## src/shared/tcr_pkg.sv

```systemverilog
// constants, register map and types of the reloadable 16-bit timer/counter
package tcr_pkg;
  // machine cycle: oscillator (core_clk) periods per count tick
  localparam int unsigned MC_DIV = 12;
  localparam int unsigned DIV_W = 4;
  // register indices; byte address is four times the index
  localparam logic [7:0] IDX_IRQC = 8'hC0;
  localparam logic [7:0] IDX_CCAP = 8'hC1;
  localparam logic [7:0] IDX_CC1L = 8'h00_C2;
  localparam logic [7:0] IDX_CC1H = 8'h00_C3;
  localparam logic [7:0] IDX_CC2L = 8'h00_C4;
  localparam logic [7:0] IDX_CC2H = 8'h00_C5;
  localparam logic [7:0] IDX_CC3L = 8'h00_C6;
  localparam logic [7:0] IDX_CC3H = 8'h00_C7;
  localparam logic [7:0] IDX_CTL = 8'h00_C8;
  localparam logic [7:0] IDX_RLDL = 8'h00_CA;
  localparam logic [7:0] IDX_RLDH = 8'h00_CB;
  localparam logic [7:0] IDX_CNTL = 8'h00_CC;
  localparam logic [7:0] IDX_CNTH = 8'h00_CD;
  localparam logic [7:0] IDX_IENB = 8'h00_D0;
  localparam logic [7:0] IDX_STAT = 8'h00_D1;
  localparam logic [7:0] IDX_ICLR = 8'h00_D2;
  localparam logic [7:0] IDX_IEN = 8'h00_D3;
  // counter_control field positions
  localparam int unsigned CTL_IS_LO = 0;
  localparam int unsigned CTL_IS_HI = 1;
  localparam int unsigned CTL_CM = 2;
  localparam int unsigned CTL_RS_LO = 3;
  localparam int unsigned CTL_RS_HI = 4;
  localparam int unsigned CTL_EDGE = 6;
  localparam int unsigned CTL_PS = 7;
  // interrupt_request_control flag positions
  localparam int unsigned IRC_OVF = 6;
  localparam int unsigned IRC_XRL = 7;
  // interrupt_enable_reg_b: external reload flag enable
  localparam int unsigned IENB_XEN = 3;
  // status / clear / enable bit positions
  localparam int unsigned ST_OVF = 0;
  localparam int unsigned ST_XRL = 1;
  localparam int unsigned ST_CAP = 2;
  // channel-0 capture selection in compare_capture_enable[1:0]
  localparam logic [1:0] CAP_SEL = 2'h1;
  localparam logic [15:0] CNT_MAX = 16'hFFFF;
  localparam logic [7:0] RST_BYTE = 8'h00;
  // pins arriving from outside, asynchronous to core_clk
  typedef struct packed {
    logic gate;
    logic trig;
    logic ch0;
  } tcr_pins_t;
  // whole state of the block
  typedef struct packed {
    logic [DIV_W-1:0] div;
    logic pre;
    logic [1:0] g_sync;
    logic [1:0] t_sync;
    logic [1:0] c_sync;
    logic g_smp, g_prv, t_smp, t_prv, c_smp, c_prv;
    logic ld_pend;
    logic [15:0] cnt, rld, cc1, cc2, cc3;
    logic [7:0] ctl, ccap, irqc, ienb;
    logic [2:0] sts, ien;
    logic aw;
    logic [7:0] aidx;
    logic [31:0] rdata;
  } tcr_st_t;
endpackage

```

## src/tcr_timer.sv

```systemverilog
// reloadable 16-bit timer/counter with AHB-Lite register slave
`timescale 1ns/100ps
// Operation
// - 16-bit up-counter: timer, gated timer, event counter
// - timer counts each machine cycle, or every second
// - gated timer counts only while gate pin high
// - event count on sampled high-then-low gate pin
// - rollover sets overflow flag, request bit six
// - both flags share vector; software clears overflow
// - input select: stop, timer, counter, gated
// - reload select: off, on overflow, on trigger
// - overflow reload replaces zero same machine cycle
// - trigger falling edge reloads counter next cycle
// - trigger edge sets reload flag when enabled
// - compare mode bit picks compare mode one/zero
// - capture count on chosen channel-0 edge
// - prescale affects only timer and gated timer
//
// the counter and all registers live in one state struct; one comb
// process builds the next value and one flop process stores it
// machine cycle: a divider makes a one-cycle tick every MC_DIV clocks;
// pins are sampled only on that tick, after a two-flop synchroniser
// prescale: a toggle flips on every tick, so with prescale set the
// timer and gated timer advance on every second tick only
// event counter: a high sample followed by a low sample adds one; the
// source must hold each level for a whole tick or it may be lost
// overflow: a rollover sets the overflow flag and, with reload on
// overflow, loads the reload value instead of zero in the same tick
// trigger reload: a high-then-low trigger sample arms a pending load,
// which copies the reload value at the following tick; it wins over
// an overflow reload that lands in that same tick
// capture: the selected channel-0 edge copies the live count into the
// reload register and sets the capture status bit
// flags: hardware sets win over a software clear in the same cycle;
// the overflow flag is cleared only by software, never by hardware
// bus: zero wait states; read data is fetched at the address phase so
// hrdata comes from a flop, which means a read issued in the data
// phase of a write to the same register still sees the old value
// count bytes: the 16-bit count is reached as two separate bytes with
// no latch between them, so software must allow for a carry between
// reading the low and the high byte
// limitation: compare outputs are not built; compare_mode only shows
// the selected mode for logic outside this block
// hazard: levels on the pins shorter than one tick may be missed
module tcr_timer #(
  parameter int unsigned MC_DIV = tcr_pkg::MC_DIV
) (
  input wire logic core_clk,
  input wire logic reset,
  input wire logic hsel,
  input wire logic [11:0] haddr,
  input wire logic [1:0] htrans,
  input wire logic hwrite,
  input wire logic [2:0] hsize,
  input wire logic [31:0] hwdata,
  input wire logic hready,
  output logic hreadyout,
  output logic hresp,
  output logic [31:0] hrdata,
  input wire tcr_pkg::tcr_pins_t pins,
  output logic compare_mode,
  output logic irq
);
  // current and next state
  tcr_pkg::tcr_st_t s;
  tcr_pkg::tcr_st_t next_s;
  // one-cycle machine cycle enable
  logic mc;
  // counter increment this cycle
  logic inc;
  // trigger and channel-0 edges seen at a machine cycle
  logic t_fall;
  logic cap_ev;
  // events that set sticky flags
  logic ev_ovf;
  logic ev_xrl;
  logic [7:0] wd;

  // register byte read view; live count for the count bytes
  function automatic logic [7:0] rd_byte(input tcr_pkg::tcr_st_t q,
                                         input logic [7:0] i);
    case (i)
      tcr_pkg::IDX_IRQC: rd_byte = q.irqc;
      tcr_pkg::IDX_CCAP: rd_byte = q.ccap;
      tcr_pkg::IDX_CC1L: rd_byte = q.cc1[7:0];
      tcr_pkg::IDX_CC1H: rd_byte = q.cc1[15:8];
      tcr_pkg::IDX_CC2L: rd_byte = q.cc2[7:0];
      tcr_pkg::IDX_CC2H: rd_byte = q.cc2[15:8];
      tcr_pkg::IDX_CC3L: rd_byte = q.cc3[7:0];
      tcr_pkg::IDX_CC3H: rd_byte = q.cc3[15:8];
      tcr_pkg::IDX_CTL: rd_byte = q.ctl;
      tcr_pkg::IDX_RLDL: rd_byte = q.rld[7:0];
      tcr_pkg::IDX_RLDH: rd_byte = q.rld[15:8];
      tcr_pkg::IDX_CNTL: rd_byte = q.cnt[7:0];
      tcr_pkg::IDX_CNTH: rd_byte = q.cnt[15:8];
      tcr_pkg::IDX_IENB: rd_byte = q.ienb;
      tcr_pkg::IDX_STAT: rd_byte = {5'h0_0, q.sts};
      tcr_pkg::IDX_IEN: rd_byte = {5'h0_0, q.ien};
      // clear register is write-only; unmapped reads give zero
      default: rd_byte = tcr_pkg::RST_BYTE;
    endcase
  endfunction

  // zero-wait slave: always ready, always OKAY
  assign hreadyout = 1'b1;
  assign hresp = 1'b0;
  assign hrdata = s.rdata;
  assign compare_mode = s.ctl[tcr_pkg::CTL_CM];
  // one level line for all enabled sticky events
  assign irq = |(s.sts & s.ien);
  assign wd = hwdata[7:0];
  assign mc = (s.div == tcr_pkg::DIV_W'(MC_DIV - 1));

  // increment decode by input select; prescale only in timer modes
  always_comb begin
    case ({s.ctl[tcr_pkg::CTL_IS_HI], s.ctl[tcr_pkg::CTL_IS_LO]})
      2'h1: inc = mc && (!s.ctl[tcr_pkg::CTL_PS] || s.pre);
      2'h3: inc = mc && s.g_smp &&
                  (!s.ctl[tcr_pkg::CTL_PS] || s.pre);
      // prescale ignored here; software keeps it clear
      2'h2: inc = mc && s.g_prv && !s.g_smp;
      default: inc = 1'b0;
    endcase
  end

  // edge detect on machine-cycle samples, never on the first sync flop
  assign t_fall = mc && s.t_prv && !s.t_smp &&
                  s.ctl[tcr_pkg::CTL_RS_HI] &&
                  s.ctl[tcr_pkg::CTL_RS_LO];
  assign cap_ev = mc && (s.ccap[1:0] == tcr_pkg::CAP_SEL) &&
                  (s.ctl[tcr_pkg::CTL_EDGE] ?
                   (!s.c_prv && s.c_smp) :
                   (s.c_prv && !s.c_smp));
  assign ev_ovf = inc && (s.cnt == tcr_pkg::CNT_MAX);
  assign ev_xrl = t_fall && s.ienb[tcr_pkg::IENB_XEN];

  // next-state logic: counter, samplers, bus, flags
  always_comb begin
    next_s = s;
    // machine cycle divider and 2:1 prescale toggle
    next_s.div = mc ? '0 : s.div + tcr_pkg::DIV_W'(1);
    if (mc) begin
      next_s.pre = ~s.pre;
    end
    // two-flop synchronisers for the three pins
    next_s.g_sync = {s.g_sync[0], pins.gate};
    next_s.t_sync = {s.t_sync[0], pins.trig};
    next_s.c_sync = {s.c_sync[0], pins.ch0};
    // pins sampled once per machine cycle
    if (mc) begin
      next_s.g_smp = s.g_sync[1];
      next_s.g_prv = s.g_smp;
      next_s.t_smp = s.t_sync[1];
      next_s.t_prv = s.t_smp;
      next_s.c_smp = s.c_sync[1];
      next_s.c_prv = s.c_smp;
    end
    // count up; on rollover reload or wrap to zero
    if (inc) begin
      if (s.cnt == tcr_pkg::CNT_MAX) begin
        if (s.ctl[tcr_pkg::CTL_RS_HI] &&
            !s.ctl[tcr_pkg::CTL_RS_LO]) begin
          next_s.cnt = s.rld;
        end else begin
          next_s.cnt = '0;
        end
      end else begin
        next_s.cnt = s.cnt + 16'h0001;
      end
    end
    // trigger reload lands one machine cycle after detection
    if (mc && s.ld_pend) begin
      next_s.cnt = s.rld;
      next_s.ld_pend = 1'b0;
    end
    if (t_fall) begin
      next_s.ld_pend = 1'b1;
    end
    // capture copies the live count into the reload register
    if (cap_ev) begin
      next_s.rld = s.cnt;
    end
    // data phase write; software write beats hardware count update
    if (s.aw) begin
      case (s.aidx)
        tcr_pkg::IDX_IRQC: next_s.irqc = wd;
        tcr_pkg::IDX_CCAP: next_s.ccap = wd;
        tcr_pkg::IDX_CC1L: next_s.cc1[7:0] = wd;
        tcr_pkg::IDX_CC1H: next_s.cc1[15:8] = wd;
        tcr_pkg::IDX_CC2L: next_s.cc2[7:0] = wd;
        tcr_pkg::IDX_CC2H: next_s.cc2[15:8] = wd;
        tcr_pkg::IDX_CC3L: next_s.cc3[7:0] = wd;
        tcr_pkg::IDX_CC3H: next_s.cc3[15:8] = wd;
        tcr_pkg::IDX_CTL: next_s.ctl = wd;
        tcr_pkg::IDX_RLDL: next_s.rld[7:0] = wd;
        tcr_pkg::IDX_RLDH: next_s.rld[15:8] = wd;
        tcr_pkg::IDX_CNTL: next_s.cnt[7:0] = wd;
        tcr_pkg::IDX_CNTH: next_s.cnt[15:8] = wd;
        tcr_pkg::IDX_IENB: next_s.ienb = wd;
        tcr_pkg::IDX_ICLR: next_s.sts = s.sts & ~wd[2:0];
        tcr_pkg::IDX_IEN: next_s.ien = wd[2:0];
        // status is read-only; other addresses ignore writes
        default: next_s.sts = next_s.sts;
      endcase
    end
    // hardware sets win over a clear in the same cycle; the
    // overflow flag is only ever cleared by software
    if (ev_ovf) begin
      next_s.irqc[tcr_pkg::IRC_OVF] = 1'b1;
      next_s.sts[tcr_pkg::ST_OVF] = 1'b1;
    end
    if (ev_xrl) begin
      next_s.irqc[tcr_pkg::IRC_XRL] = 1'b1;
      next_s.sts[tcr_pkg::ST_XRL] = 1'b1;
    end
    if (cap_ev) begin
      next_s.sts[tcr_pkg::ST_CAP] = 1'b1;
    end
    // address phase: latch writes, fetch read data now so hrdata
    // comes from a flop; a read right after a write to the same
    // register returns the value before that write
    next_s.aw = 1'b0;
    if (hsel && htrans[1] && hready) begin
      next_s.aw = hwrite;
      next_s.aidx = haddr[9:2];
      if (!hwrite) begin
        next_s.rdata = {24'h00_0000, rd_byte(s, haddr[9:2])};
      end
    end
  end

  // the one state register
  always_ff @(posedge core_clk or posedge reset) begin
    if (reset) begin
      s <= '0;
    end else begin
      s <= next_s;
    end
  end

  // machine cycle tick every MC_DIV cycles
  logic [7:0] mc_gap;
  always_ff @(posedge core_clk or posedge reset) begin
    if (reset) begin
      mc_gap <= '0;
    end else begin
      mc_gap <= mc ? 8'h00 : mc_gap + 8'h01;
    end
  end
endmodule // tcr_timer

```

## config.mk

```make
export PLATFORM = sky130hd
export DESIGN_NAME = tcr_timer
export DESIGN_NICKNAME = d
export VERILOG_FILES = /design/src/shared/tcr_pkg.sv /design/src/tcr_timer.sv
export SDC_FILE = /design/constraint.sdc
export NUM_CORES = 1
export LEC_CHECK = 0
export BUFFER_PORTS_ARGS = -buffer_cell sky130_fd_sc_hd__buf_2
export CAP_MARGIN = 20
export CORE_MARGIN = 10
export CORE_UTILIZATION = 53
export CTS_CLUSTER_DIAMETER = 120
export CTS_CLUSTER_SIZE = 30
export DETAILED_ROUTE_END_ITERATION = 8
export PLACE_DENSITY = 0.76
export SYNTH_ARGS = -nofsm -noshare
export SYNTH_HDL_FRONTEND = slang
export SYNTH_SLANG_ARGS = --single-unit
export TNS_END_PERCENT = 50
```

## constraint.sdc

```tcl
create_clock -name core_clk -period 4.5 [get_ports core_clk]
set_input_delay 0.225 -clock core_clk [delete_from_list [all_inputs] [get_ports core_clk]]
set_output_delay 0.225 -clock core_clk [all_outputs]
set_load 0.01 [all_outputs]
```

; ---- Word-level counts from Yosys, hierarchy flattened
; Index checks and enable logic that the tools add are counted.
[totals]
output_inout_bits = 36
ff_bits = 153
inputBits = 57
[classes]
mux = 34
add_sub_neg = 2
bitwise = 5
n_eq_ne = 38
n_reduce_logical = 53
[op_table]
columns = operator, n
row1 = $eq 8x8->1 const B, 32
row2 = $pmux 8 s16, 1
row3 = $mux 8, 15
row4 = $mux 118, 1
row5 = $mux 16, 4
row6 = $mux 41, 1
row7 = $reduce_and 2->1, 17
row8 = $logic_and 1x1->1, 19
row9 = $reduce_bool 2->1, 9
row10 = $mux 17, 1
row11 = $add 16x1->16 const B, 1
row12 = $eq 16x16->1 const B, 1
row13 = $mux 1, 7
row14 = $and 3x3->3, 2
row15 = $logic_not 1->1, 6
row16 = $mux 3, 2
row17 = $add 4x1->4 const B, 1
row18 = $eq 2x1->1 const B, 2
row19 = $eq 2x2->1 const B, 2
row20 = $eq 4x4->1 const B, 1
row21 = $mux 4, 1
row22 = $not 3->3, 1
row23 = $pmux 1 s3, 1
row24 = $reduce_or 3->1, 1
row25 = 2 further kinds, 3

; ---- Depth between registers and ports, before layout
[depth]
ltp_word = 9
mapped_depth = 9
ltp_nobuf = 7

; ---- Worst setup path after synthesis
; Ideal clock, no wire load.
[synth_timing]
kind = register to register
startpoint = register s[143] in the netlist's numbering
endpoint = register s[143] in the netlist's numbering
stages_incl_launch_ff = 8
arrival_ps = 1887
setup_ps = 66
setup_slack_ps = 2547
n_path_buf = 1
path_cell_list = dfrtp_1 > ha_1 > and3_1 > nand4_4 > buf_6 > or4_1 > a41oi_1 > a22o_1
[synth_lines]
columns = item, line_no
row1 = "start, declared", tcr_timer.sv:65  ; tcr_pkg::tcr_st_t s;
row2 = "start signal, assigned", tcr_timer.sv:237  ; s <= next_s;

; ---- Worst setup path in the final report
[layout_timing]
startpoint = register s[40] in the netlist's numbering
endpoint = register s[56] in the netlist's numbering
[layout_between]
elab_chain_cells = 1
[layout_lines]
columns = item
row1 = $reduce_and 2->1 (no source line)
; No other way between the ends.
; A chain may end at the register's enable or synchronous reset.

==> results.py <==
metrics = {
    "sta": {
        "tightest_slew_ns": 1.14,
        "timing.final.crit_share": 0.579,
        "finalWorstSetupSlack_ns": 1.90,
        "hold_viol": 0,
        "rsz0062_at_grt": "no",
        "setup_violations": 0,
        "slew_headroom": 0.235,
        "finalSetupTns_ns": 0,
        "slew_viol_final": 0,
        "max_freq_mhz": 384,
        "hold_slack_ns": 0.0968,
        "fin_skew_ns": 0.00651,
        "finalCriticalPeriod_ns": 2.60,
    },
    "floorplan": {
        "initial_core_util": 0.540,
        "core_area_sq_um": 15200,
        "rows": 45,
        "die_h_um": 144,
        "dieArea_sq_um": 20900,
        "dieWidth_um": 144,
        "ios": 93,
    },
    "clock_network": {
        "clk_latency_ns": 0.43,
        "cts_setup_buffers": 0,
        "ctsLongestPathBuffers": 2,
        "cts_buffers": 17,
        "clock-sinks": 153,
        "ctsHtreeMaxLevel": 4,
        "clk_pin_slew_worst_paths_ns": 0.06,
        "cts-root-buf": "clkbuf_16",
        "cts_tree": "yes",
    },
    "drt": {
        "wl_per_cell_um": 22.2,
        "finalWirelength_um": 22000,
        "drtIter0Drc": 809,
        "vias": 6431,
        "drtAntennaViolNets": 0,
        "drc": 0,
        "vias_per_cell": 6.49,
        "drtPass1Iterations": 6,
    },
    "yosys": {
        "ys_seq_area_frac": 0.467,
        "synth-main-ff-cell": "dfrtp_1",
        "synth_edf_count": 0,
        "async_reset_ff_frac": 1.00,
        "synth_top_area_frac": 0.467,
        "synth.most_common_cell": "dfrtp_1",
        "ys_types": 67,
        "yosysWarnings": 0,
        "synth-seq-cells": 153,
        "synth_area_sq_um": 8200,
        "synth_top_area_cell": "dfrtp_1",
        "ys_top_cells_by_count": "dfrtp_1 (153), nand2_1 (96), mux2_2 (89)",
        "synthCells": 791,
        "synth_area_leaders": "dfrtp_1 (47%), mux2_2 (12%), nand2_1 (4.4%)",
        "avgSynthCellArea_sq_um": 10.4,
    },
    "worst_hold_path": {
        "hp-class": "in2reg",
        "hold_start": "haddr[9]",
        "worstHoldEndpoint": "s[39]$_DFFE_PP0P_",
        "hold_depth": 2,
    },
    "placement": {
        "io_buffers": 34,
        "place.gp.congestion": 0.951,
        "post-place-ws_ns": 2.00,
        "placed_cell_area_sq_um": 8240,
        "hpwlAfterDp_um": 14800,
    },
    "finish": {
        "antenna_cells": 0,
        "final_layout_size_suffix_gt1_frac": 0.227,
        "final_area_sq_um": 8940,
        "final_util": 0.588,
        "nNetsFinal": 850,
        "area_growth_pct": 8.98,
        "fill_cells": 1275,
    },
    "power": {
        "internal_power_mw": 2.53,
        "p_per_area_nw_per_um2": 372,
        "clkPwrFrac": 0.466,
        "peakVddDrop_uv": 283,
        "power_frac_comb": 0.079,
        "p_leak_nw": 3.83,
        "net-switching-power_uw": 795,
        "p_sw_frac": 0.239,
        "p_seq_frac": 0.456,
    },
    "worst_setup_path": {
        "worstPathMaxFanout": 8,
        "rrSetupSlack_ns": 1.90,
        "r2r-end": "s[56]$_DFFE_PP0P_",
        "reg2reg_depth": 5,
        "worstSetupPathType": "reg2reg",
        "cp.required_ns": 4.81,
        "arrival_ns": 2.92,
        "cp-end-kind": "register",
        "crit_path_start_kind": "register",
        "r2r_start": "s[40]$_DFF_PP0_",
    },
    "job": {
        "maxCapViolCount": 0,
    },
    "global_routing": {
        "antenna_found_initial": 0,
        "grt_pass1_wl_um": 34300,
        "use_met1": 0.286,
        "track_usage": 0.216,
        "top_usage_layer": "met2",
        "grt_overflow": 0,
        "grt_max_degree": 65,
        "gr-usage-met2": 0.325,
        "grt_pass1_vias": 6085,
        "met3_usage": 0.0512,
    },
    "status": {
        "status": "completed",
    },
}
==> what timing repair did <==
item / 4_1_cts / 5_1_grt
endpoints found under the hold margin: 65 / 0
hold buffers: 4 / 0
resized for setup: 0 / 0
==> state kept, by name, summed over array words and instances, names as in the netlist <==
signal        flops
compare_mode      1
hrdata            8
next_s            3
s               141
==> cell families (layout without fill, tap and decap cells) <==
group | Yosys count | in the layout | share of synthesized area
muxes | 122 | 122 | 0.169
buffers and inverters | 100 | 88 | 0.0676
other | 2 | 26 | 0.000916
adders and majority gates | 2 | 2 | 0.00305
DFF | 153 | 153 | 0.467
xor gates and xnor gates | 5 | 5 | 0.00534
and+or+nand+nor | 234 | 234 | 0.148
AOI/OAI and AO/OA | 173 | 173 | 0.140
==> how the worst max path moves through the flow <==
stage | from | end | slack [ns] | depth (start not counted)
2_1_floorplan | reset | compare_mode$_DFFE_PP0P_ | 0.15 | 1
3_3_place_gp | haddr[2] | hrdata[0]$_DFFE_PP0P_ | 2.01 | 7
3_5_place_dp | s[37]$_DFFE_PP0P_ | s[59]$_DFFE_PP0P_ | 2.00 | 5
4_1_cts | s[40]$_DFF_PP0_ | s[56]$_DFFE_PP0P_ | 1.96 | 5
5_1_grt | s[40]$_DFF_PP0_ | s[61]$_DFFE_PP0P_ | 1.76 | 6
6_report | s[40]$_DFF_PP0_ | s[56]$_DFFE_PP0P_ | 1.90 | 5
==> per-stage QoR <==
stage / power, mW / std cells
final: 3.32 / 991
after CTS: 3.32 / 989
after floorplan: 1.72 / 815
after detailed placement: 1.79 / 954
after global routing: 3.43 / 991
after global placement: 1.78 / 954
==> critical path, cell delays in order (launching register included) <==
cell and delay, ns:
dfrtp_1 0.41, and4b_1 0.26, nor2b_1 0.37, nand2_1 0.23
nor3_2 0.79, mux2_2 0.42
==> cell usage in the layout, fill, tap and decap left out, types with 5 or more instances in the layout <==
| cell | count |
|---|---|
| buf_4 | 7 |
| a221oi_1 | 6 |
| dfrtp_1 | 153 |
| nand3_1 | 21 |
| a31oi_1 | 19 |
| nor3_1 | 8 |
| and4_1 | 5 |
| nand4_1 | 7 |
| o2bb2ai_1 | 6 |
| mux2_2 | 89 |
| nand2_1 | 96 |
| a21oi_1 | 21 |
| nor2b_1 | 8 |
| a32oi_1 | 6 |
| conb_1 | 26 |
| clkbuf_8 | 5 |
| buf_2 | 34 |
| nand2b_1 | 8 |
| inv_1 | 10 |
| nor2_2 | 6 |
| nor2_1 | 37 |
| o211ai_1 | 5 |
| mux2i_1 | 29 |
| nand3b_1 | 5 |
| a22oi_1 | 16 |
| o21ai_0 | 60 |
| clkbuf_16 | 17 |
==> power by group through the flow <==
stage | clock network [mW] | registers, mW | logic (mW)
5_1_grt | 1.62 | 1.52 | 0.290
2_1_floorplan | 0 | 1.49 | 0.230
6_report | 1.55 | 1.51 | 0.262
4_1_cts | 1.55 | 1.51 | 0.258
3_3_place_gp | 0 | 1.53 | 0.249
3_5_place_dp | 0 | 1.53 | 0.254
==> layer usage <==
metal / vias up / part of all wire
met5: - / 0
met2: 384 / 0.45
met3: 80 / 0.10
li1: 2807 / -
met1: 3160 / 0.41
met4: 0 / 0.038
==> layout make-up <==
type,count,area (sq um),share of cell area
inverters,11,46.3,0.00518
multi-input cells,562,3920,0.438
repair buffers,46,274,0.0307
clock buffers,24,502,0.0561
flip-flops and latches,153,3830,0.428
clock inverters,7,138,0.0154
well taps,188,235,0.0263
No activity file was read; power rests on OpenSTA's default activity.
